## config.mk

```make
export PLATFORM = sky130hd
export DESIGN_NAME = ictl_top
export DESIGN_NICKNAME = d
export VERILOG_FILES = /design/src/hdl/ictl_pkg.sv /design/src/hdl/ictl_top.sv
export SDC_FILE = /design/constraint.sdc
export NUM_CORES = 1
export LEC_CHECK = 0
export BUFFER_PORTS_ARGS = -buffer_cell sky130_fd_sc_hd__buf_2
export CORE_MARGIN = 4
export CORE_UTILIZATION = 47
export CTS_BUF_LIST = sky130_fd_sc_hd__clkbuf_4 sky130_fd_sc_hd__clkbuf_8
export DETAILED_ROUTE_END_ITERATION = 10
export GPL_TIMING_DRIVEN = 0
export PLACE_DENSITY = 0.81
export SYNTH_ARGS = -nofsm -noshare
export SYNTH_HDL_FRONTEND = slang
export SYNTH_SLANG_ARGS = --single-unit
```

## constraint.sdc

```tcl
create_clock -name clk_i -period 1.7 [get_ports clk_i]
set_input_delay 0 -clock clk_i [delete_from_list [all_inputs] [get_ports clk_i]]
set_output_delay 0 -clock clk_i [all_outputs]
set_load 0.02 [all_outputs]
```

## src/hdl/ictl_pkg.sv

```systemverilog
package ictl_pkg;

  // --------------------------------------------------------------------------
  // register map (byte addresses)
  // --------------------------------------------------------------------------
  localparam logic [7:0] A_CTRL    = 8'h00;
  localparam logic [7:0] A_PEN_A   = 8'h04;
  localparam logic [7:0] A_PEN_B   = 8'h08;
  localparam logic [7:0] A_PFL_A   = 8'h0C;
  localparam logic [7:0] A_PFL_B   = 8'h10;
  localparam logic [7:0] A_OPT     = 8'h14;
  localparam logic [7:0] A_SH_W    = 8'h18;
  localparam logic [7:0] A_SH_ST   = 8'h1C;
  localparam logic [7:0] A_SH_BSR  = 8'h20;
  localparam logic [7:0] A_SH_PTR  = 8'h24;
  localparam logic [7:0] A_SH_PCH  = 8'h28;
  localparam logic [7:0] A_CORE    = 8'h2C;

  // --------------------------------------------------------------------------
  // control register fields and other constants
  // --------------------------------------------------------------------------
  localparam int B_GIE  = 7;
  localparam int B_PERIPH_GROUP_ENABLE = 6;
  localparam int B_T0E  = 5;
  localparam int B_EXE  = 4;
  localparam int B_PCE  = 3;
  localparam int B_T0F  = 2;
  localparam int B_EXF  = 1;
  localparam int B_PCF  = 0;
  localparam int B_OSF  = 7;
  localparam int B_EDGE = 0;
  localparam logic [7:0] CTRL_RST   = 8'h00;
  localparam logic [7:0] ST_KEEP_MSK = 8'hE7;
  localparam logic [15:0] VECTOR    = 16'h0004;
  localparam logic [2:0] Q1 = 3'h0;
  localparam logic [2:0] Q4 = 3'h3;
  localparam int RSP_OKAY = 0;

  typedef struct packed {
    logic [7:0]  w;
    logic [7:0]  status;
    logic [4:0]  bank_select_reg;
    logic [31:0] ptrs;
    logic [6:0]  pch;
  } ictl_ctx_s;

  typedef enum logic [1:0] {S_RUN, S_ENTRY, S_SLEEP, S_WAKE} ictl_state_e;

endpackage

```

## src/hdl/ictl_top.sv

```systemverilog
// Implementation choices: the AHB-Lite slave port and the register offsets.
`timescale 1ns/1ps
`default_nettype none

module ictl_top (
  // clock and reset
  input  wire logic              clk_i,
  input  wire logic              rst_b_i,
  // ahb-lite slave
  input  wire logic              hsel_i,
  input  wire logic [7:0]        haddr_i,
  input  wire logic [1:0]        htrans_i,
  input  wire logic              hwrite_i,
  input  wire logic [2:0]        hsize_i,
  input  wire logic [31:0]       hwdata_i,
  input  wire logic              hready_i,
  output logic [31:0]            hrdata_o,
  output logic                   hreadyout_o,
  output logic                   hresp_o,
  // event sources
  input  wire logic              ext_pin_i,
  input  wire logic              timer0_ovf_i,
  input  wire logic              pin_change_any_i,
  input  wire logic [7:0]        periph_evt_a_i,
  input  wire logic [7:0]        periph_evt_b_i,
  input  wire logic [7:0]        wake_capable_a_i,
  input  wire logic [7:0]        wake_capable_b_i,
  // core interface
  input  wire logic              q_clk_en_i,
  input  wire logic              instr_done_i,
  input  wire logic              sleep_instr_i,
  input  wire logic              return_from_irq_instr_i,
  input  wire ictl_pkg::ictl_ctx_s core_ctx_i,
  output logic                   flush_o,
  output logic                   push_pc_o,
  output logic                   pop_pc_o,
  output logic                   load_vector_o,
  output logic [15:0]            vector_o,
  output logic                   restore_o,
  output ictl_pkg::ictl_ctx_s    restore_ctx_o,
  output logic                   sleeping_o,
  output logic                   wake_o
);

  // --------------------------------------------------------------------------
  // quadrature phase and pin synchroniser
  // --------------------------------------------------------------------------
  logic [1:0] q_ff;
  logic [2:0] pin_sync_ff;
  logic       pin_lvl_ff;
  always_ff @(posedge clk_i) begin
    if (!rst_b_i) begin
      q_ff <= 2'h0;
    end else if (q_clk_en_i) begin
      q_ff <= q_ff + 2'h1;
    end
  end
  always_ff @(posedge clk_i) begin
    if (!rst_b_i) begin
      pin_sync_ff <= 3'h0;
      pin_lvl_ff  <= 1'b0;
    end else begin
      pin_sync_ff <= {pin_sync_ff[1:0], ext_pin_i};
      if (pin_sync_ff[1] == pin_sync_ff[2]) begin
        pin_lvl_ff <= pin_sync_ff[2];
      end
    end
  end

  // --------------------------------------------------------------------------
  // registers
  // --------------------------------------------------------------------------
  logic [7:0]          ctrl_ff;
  logic [7:0]          pen_a_ff;
  logic [7:0]          pen_b_ff;
  logic [7:0]          pfl_a_ff;
  logic [7:0]          pfl_b_ff;
  logic                edge_sel_ff;
  ictl_pkg::ictl_ctx_s shadow_ff;
  ictl_pkg::ictl_state_e state_ff;

  logic       wr_pend_ff;
  logic [7:0] wr_addr_ff;
  logic       wr_go;
  logic [7:0] wd;
  assign wr_go = wr_pend_ff;
  assign wd    = hwdata_i[7:0];

  always_ff @(posedge clk_i) begin
    if (!rst_b_i) begin
      wr_pend_ff <= 1'b0;
      wr_addr_ff <= 8'h00;
    end else if (hready_i) begin
      wr_pend_ff <= hsel_i && htrans_i[1] && hwrite_i;
      wr_addr_ff <= haddr_i;
    end
  end

  function automatic logic hit(input logic [7:0] a);
    return wr_go && (wr_addr_ff == a);
  endfunction

  // external pin edge, seen in any phase, held and posted to the flag only in Q4-Q1
  logic pin_q_ff;
  logic ext_edge;
  logic q_window;
  assign q_window = (q_ff == ictl_pkg::Q4[1:0]) || (q_ff == ictl_pkg::Q1[1:0]);
  assign ext_edge = edge_sel_ff ? (pin_lvl_ff && !pin_q_ff)
                                : (!pin_lvl_ff && pin_q_ff);
  always_ff @(posedge clk_i) begin
    if (!rst_b_i) begin
      pin_q_ff <= 1'b0;
    end else begin
      pin_q_ff <= pin_lvl_ff;
    end
  end
  logic ext_hold_ff;
  always_ff @(posedge clk_i) begin
    if (!rst_b_i) begin
      ext_hold_ff <= 1'b0;
    end else if (q_window) begin
      ext_hold_ff <= 1'b0;
    end else if (ext_edge) begin
      ext_hold_ff <= 1'b1;
    end
  end
  logic ext_set;
  assign ext_set = q_window && (ext_edge || ext_hold_ff);

  logic take;
  always_ff @(posedge clk_i) begin
    if (!rst_b_i) begin
      ctrl_ff <= ictl_pkg::CTRL_RST;
    end else begin
      if (hit(ictl_pkg::A_CTRL)) begin
        ctrl_ff[7:1] <= wd[7:1];
      end
      if (take) begin
        ctrl_ff[ictl_pkg::B_GIE] <= 1'b0;
      end else if (return_from_irq_instr_i) begin
        ctrl_ff[ictl_pkg::B_GIE] <= 1'b1;
      end
      if (timer0_ovf_i) begin
        ctrl_ff[ictl_pkg::B_T0F] <= 1'b1;
      end
      if (ext_set) begin
        ctrl_ff[ictl_pkg::B_EXF] <= 1'b1;
      end
      ctrl_ff[ictl_pkg::B_PCF] <= pin_change_any_i;
    end
  end

  always_ff @(posedge clk_i) begin
    if (!rst_b_i) begin
      pen_a_ff    <= ictl_pkg::CTRL_RST;
      pen_b_ff    <= ictl_pkg::CTRL_RST;
      edge_sel_ff <= 1'b0;
    end else begin
      if (hit(ictl_pkg::A_PEN_A)) pen_a_ff <= wd;
      if (hit(ictl_pkg::A_PEN_B)) pen_b_ff <= wd;
      if (hit(ictl_pkg::A_OPT))   edge_sel_ff <= wd[ictl_pkg::B_EDGE];
    end
  end

  always_ff @(posedge clk_i) begin
    if (!rst_b_i) begin
      pfl_a_ff <= ictl_pkg::CTRL_RST;
      pfl_b_ff <= ictl_pkg::CTRL_RST;
    end else begin
      pfl_a_ff <= (hit(ictl_pkg::A_PFL_A) ? wd : pfl_a_ff) | periph_evt_a_i;
      pfl_b_ff <= (hit(ictl_pkg::A_PFL_B) ? wd : pfl_b_ff) | periph_evt_b_i;
    end
  end

  // --------------------------------------------------------------------------
  // request combine
  // --------------------------------------------------------------------------
  logic periph_req;
  logic core_req;
  logic any_req;
  logic wake_req;
  assign periph_req = ctrl_ff[ictl_pkg::B_PERIPH_GROUP_ENABLE]
                      && |((pfl_a_ff & pen_a_ff) | (pfl_b_ff & pen_b_ff));
  assign core_req = (ctrl_ff[ictl_pkg::B_T0E] && ctrl_ff[ictl_pkg::B_T0F])
                  || (ctrl_ff[ictl_pkg::B_EXE] && ctrl_ff[ictl_pkg::B_EXF])
                  || (ctrl_ff[ictl_pkg::B_PCE] && ctrl_ff[ictl_pkg::B_PCF]);
  assign any_req = core_req || periph_req;
  assign wake_req = (ctrl_ff[ictl_pkg::B_EXE] && ctrl_ff[ictl_pkg::B_EXF])
                  || (ctrl_ff[ictl_pkg::B_PCE] && ctrl_ff[ictl_pkg::B_PCF])
                  || (ctrl_ff[ictl_pkg::B_PERIPH_GROUP_ENABLE]
                      && |((pfl_a_ff & pen_a_ff & wake_capable_a_i)
                         | (pfl_b_ff & pen_b_ff & wake_capable_b_i)));

  // --------------------------------------------------------------------------
  // entry sequencer
  // --------------------------------------------------------------------------
  // decision only at Q1 on an instruction boundary, so a
  // longer running instruction moves the point later
  logic q1_now;
  assign q1_now = q_clk_en_i && (q_ff == ictl_pkg::Q1[1:0]) && instr_done_i;
  assign take = (state_ff == ictl_pkg::S_RUN) && q1_now
                && ctrl_ff[ictl_pkg::B_GIE] && any_req && !return_from_irq_instr_i;

  always_ff @(posedge clk_i) begin
    if (!rst_b_i) begin
      state_ff <= ictl_pkg::S_RUN;
    end else begin
      unique case (state_ff)
        ictl_pkg::S_RUN: begin
          if (sleep_instr_i) state_ff <= ictl_pkg::S_SLEEP;
        end
        ictl_pkg::S_ENTRY: state_ff <= ictl_pkg::S_RUN;
        ictl_pkg::S_SLEEP: begin
          if (wake_req) state_ff <= ictl_pkg::S_WAKE;
        end
        ictl_pkg::S_WAKE: begin
          if (instr_done_i) state_ff <= ictl_pkg::S_RUN;
        end
      endcase
    end
  end

  always_ff @(posedge clk_i) begin
    if (!rst_b_i) begin
      flush_o       <= 1'b0;
      push_pc_o     <= 1'b0;
      load_vector_o <= 1'b0;
      pop_pc_o      <= 1'b0;
      restore_o     <= 1'b0;
    end else begin
      flush_o       <= take;
      push_pc_o     <= take;
      load_vector_o <= take;
      pop_pc_o      <= return_from_irq_instr_i;
      restore_o     <= return_from_irq_instr_i;
    end
  end
  assign vector_o   = ictl_pkg::VECTOR;
  assign sleeping_o = (state_ff == ictl_pkg::S_SLEEP);
  assign wake_o     = (state_ff == ictl_pkg::S_WAKE);

  // --------------------------------------------------------------------------
  // shadow context
  // --------------------------------------------------------------------------
  always_ff @(posedge clk_i) begin
    if (!rst_b_i) begin
      shadow_ff <= '0;
    end else if (take) begin
      shadow_ff        <= core_ctx_i;
      shadow_ff.status <= core_ctx_i.status & ictl_pkg::ST_KEEP_MSK;
    end else begin
      if (hit(ictl_pkg::A_SH_W))   shadow_ff.w      <= wd;
      if (hit(ictl_pkg::A_SH_ST))  shadow_ff.status <= wd & ictl_pkg::ST_KEEP_MSK;
      if (hit(ictl_pkg::A_SH_BSR)) shadow_ff.bank_select_reg    <= wd[4:0];
      if (hit(ictl_pkg::A_SH_PTR)) shadow_ff.ptrs   <= hwdata_i;
      if (hit(ictl_pkg::A_SH_PCH)) shadow_ff.pch    <= wd[6:0];
    end
  end
  assign restore_ctx_o = shadow_ff;

  // --------------------------------------------------------------------------
  // read path
  // --------------------------------------------------------------------------
  always_ff @(posedge clk_i) begin
    if (!rst_b_i) begin
      hrdata_o <= 32'h0000_0000;
    end else if (hready_i && hsel_i && htrans_i[1] && !hwrite_i) begin
      unique case (haddr_i)
        ictl_pkg::A_CTRL:   hrdata_o <= {24'h0, ctrl_ff};
        ictl_pkg::A_PEN_A:  hrdata_o <= {24'h0, pen_a_ff};
        ictl_pkg::A_PEN_B:  hrdata_o <= {24'h0, pen_b_ff};
        ictl_pkg::A_PFL_A:  hrdata_o <= {24'h0, pfl_a_ff};
        ictl_pkg::A_PFL_B:  hrdata_o <= {24'h0, pfl_b_ff};
        ictl_pkg::A_OPT:    hrdata_o <= {31'h0, edge_sel_ff};
        ictl_pkg::A_SH_W:   hrdata_o <= {24'h0, shadow_ff.w};
        ictl_pkg::A_SH_ST:  hrdata_o <= {24'h0, shadow_ff.status};
        ictl_pkg::A_SH_BSR: hrdata_o <= {27'h0, shadow_ff.bank_select_reg};
        ictl_pkg::A_SH_PTR: hrdata_o <= shadow_ff.ptrs;
        ictl_pkg::A_SH_PCH: hrdata_o <= {25'h0, shadow_ff.pch};
        ictl_pkg::A_CORE:   hrdata_o <= {28'h0, pin_lvl_ff, 1'b0, state_ff};
        default:            hrdata_o <= 32'h0000_0000;
      endcase
    end
  end
  assign hreadyout_o = 1'b1;
  assign hresp_o     = 1'b0;

endmodule

`default_nettype wire

```

==> qor.txt <==
Tightest Pin Transition: 0.798 ns
Syn Area/Cell: 9.08 um^2
Clk root buf: clkbuf_8
VDD IR max: 460 uV
Fin cells: 1483
Max stage delay cell, worst path: dfxtp_2
Worst Path Max Fanout: 10
Setup Crit Path Kind: flip-flop to flip-flop
Final setup violation count: 87
Global route overflow: 0
Fraction of layout cells with a size suffix above 1: 0.354
Fillers: 1159
Area fraction of the dominant cell type after synthesis: 0.392
Fin Hold WS: 0.0380 ns
CTS tree: built
Reg-to-Reg End: restore_ctx_o[30]
CP cell instances: a22o_1, a221oi_2, and3_1, nand4_1, a21oi_2, buf_8, buf_12, mux2i_1
CP startpoint kind: flip-flop
Post-DP HPWL: 20.9 mm
Synth unique cells: 59
Worst Path Required: 2.09 ns
Critical R2R Launch: pen_a_ff[5]
Pre-Repair DR Iteration Count: 6
Max Cap Viol: 0
P_leak: 5.37 nW
DRC viols: 0
Row count: 46
Setup slack, reg-to-reg: -0.30 ns
RSZ-0062 raised after global routing: yes
Flops & latches, synth: 152
Logic pwr share: 0.140
Detailed-route via count: 8289
H-tree lvl count: 4
Synth top area cells: dfxtp_1 39%, mux2_2 11%, mux2i_1 9.9%
Deepest clock path buffer count: 2
Height of the die: 137 um
Crit path launch: pen_a_ff[5]
Yosys warnings: 0
Vias in the first global route: 8079
Clk_lat worst skew: 0.47 ns
Top-count cell post-synth: nand2_1
Critical path arrival: 2.38 ns
1st-iter DRT viols: 839
Via density: 5.59
Internal power: 5.29 mW
Final Max Slew Viols: 0
Utilization after layout: 0.708
IO Pins: 266
R2R cell count: 8
Initial antenna violation count: 0
Outcome: finished with violations
Failing checks: negative setup slack
Multi-input gate area: 0.00458 mm^2
Max Freq: 501 MHz
Die width: 137 um
Final worst slack: -0.296 ns
Post-synth EDFFs: 0
Setup TNS Final: -18.52 ns
Post-synth top cells: 175 x nand2_1, 152 x dfxtp_1, 77 x mux2i_1
Synthesis-to-layout area growth: 46.2%
Post-Synthesis Cells: 856
Fin crit share: 1.17
Clock Skew: 0.0135 ns
DR WL/cell: 21.1 um
Clock network power share: 0.349
CTS buffer count: 17
Number of port buffers: 228
Post-synth ARST share: 0
CP Capture Type: flip-flop
Wirelength, routed: 31.3 mm
Final worst path period need: 2.00 ns
Placer Congestion: 0.979
Pre-CTS setup slack: -0.666 ns
Primary FF master, synth: dfxtp_1
CTS clk-pin slew, worst paths: 0.08 ns
Largest net degree at the start of global routing: 17
Routed Antenna Nets: 0
Core ar.: 0.0161 mm^2
Pwr Density: 637 mW/mm^2
CP endpoint: restore_ctx_o[30]
First-pass GRT wire length: 44.8 mm
Slowest stage delay, CP: 0.34 ns
Register area: 0.00305 mm^2
Flop pwr share: 0.511
Total track usage: 0.316
Nets: 1405
Sw power: 1.95 mW
Rel. slew slack: 0.468
Starting Density: 0.484
Worst min path class: primary input to flip-flop
Die ar.: 0.0187 mm^2
Post-synthesis sequential area ratio: 0.392
CTS sink cnt: 152
Dominant cell type by area after synthesis: dfxtp_1
Switching share of power: 0.269
Final Hold Violating Endpoints: 0
Cell area after synthesis: 0.00777 mm^2
Cell count after placement: 1318
-- sequential cells by signal (all words and copies together) (netlist names) --
name	count
load_vector_o	1
hrdata_o	32
pin_lvl_ff	1
pfl_b_ff	8
ext_hold_ff	1
pen_a_ff	8
restore_ctx_o	58
restore_o	1
wr_addr_ff	8
pin_sync_ff	3
q_ff	2
ctrl_ff	8
pfl_a_ff	8
edge_sel_ff	1
state_ff	2
pen_b_ff	8
pin_q_ff	1
wr_go	1
-- final cells by class --
type                    count  share of cell area
flip-flops and latches    152               0.269
diodes                      3            0.000661
plain buffers              82              0.0468
inverters                   6             0.00198
repair buffers            364               0.225
clock buffers              19              0.0225
well taps                 216              0.0238
clock inverters             9             0.00716
multi-input cells         632               0.403
-- cell usage in the layout, fill, tap and decap left out, drive strengths merged, types with 18 or more instances in the layout --
cell / netlist / routed
buf: 43 / 285
nand2: 178 / 178
dfxtp: 152 / 152
dlygate4sd3: 0 / 119
mux2: 81 / 81
mux2i: 77 / 77
clkbuf: 41 / 61
nor2b: 39 / 39
a22oi: 36 / 36
nand3: 25 / 25
a21boi: 23 / 23
conb: 2 / 20
o21a: 18 / 18
a21oi: 18 / 18
nor2: 18 / 18
-- routing by layer --
layer  up-vias  global-route usage  part of all wire
met5         -                   0                 0
met4         0               0.146             0.046
met3       133              0.0783             0.091
met2       499               0.522              0.48
met1      3890               0.388              0.39
li1       3767                   -                 -
-- logic make-up after synthesis --
family | after synthesis | share of synthesized area
and+or+nand+nor | 309 | 0.193
muxes | 161 | 0.225
DFF | 152 | 0.392
AOI/OAI and AO/OA | 140 | 0.129
buffers and inverters | 90 | 0.0573
other | 2 | 0.000967
adders and majority gates | 1 | 0.00161
xor gates and xnor gates | 1 | 0.00113
-- critical path: cells and delay by family, from the launching register on --
kind                   cells  cell delay [ns]
buffers and inverters      2             0.37
and+or+nand+nor            2             0.35
DFF                        1             0.34
AOI/OAI and AO/OA          3             0.62
muxes                      1             0.22
-- power groups by stage --
stage | Sequential, mW | Clock [mW] | Combinational [mW]
finish | 3.70 | 2.53 | 1.02
global route | 3.70 | 2.64 | 1.08
CTS | 3.69 | 2.52 | 0.970
detailed placement | 3.77 | 0 | 0.725
global placement | 3.77 | 0 | 0.718
floorplan | 3.74 | 0 | 0.421
-- metrics by stage --
stage | total power, mW | cell area [um^2]
floorplan | 4.16 | 7920
global placement | 4.49 | 9330
detailed placement | 4.50 | 9330
CTS | 7.18 | 11100
global route | 7.41 | 11400
finish | 7.24 | 11400
-- how the worst min path moves through the flow --
stage	startpoint	end	slack [ns]	depth (start not counted)
after detailed placement	periph_evt_a_i[2]	pfl_a_ff[2]	0.21	2
after global routing	hwdata_i[6]	pen_b_ff[6]	0.06	3
after CTS	hwdata_i[0]	pen_a_ff[0]	0.02	3
final	hwdata_i[0]	pen_a_ff[0]	0.04	3
after floorplan	return_from_irq_instr_i	restore_o	0.12	1
after global placement	periph_evt_b_i[6]	pfl_b_ff[6]	0.21	2
-- what timing repair did --
item | 4_1_cts | 5_1_grt
pin swaps | 21 | 11
hold endpoints to repair | 120 | 0
hold buffers | 120 | 0
resized for setup | 54 | 53
setup buffers | 10 | 4
cloned | 1 | 2
endpoints found under the setup margin | 119 | 117
(Power assumes the default switching activity.)
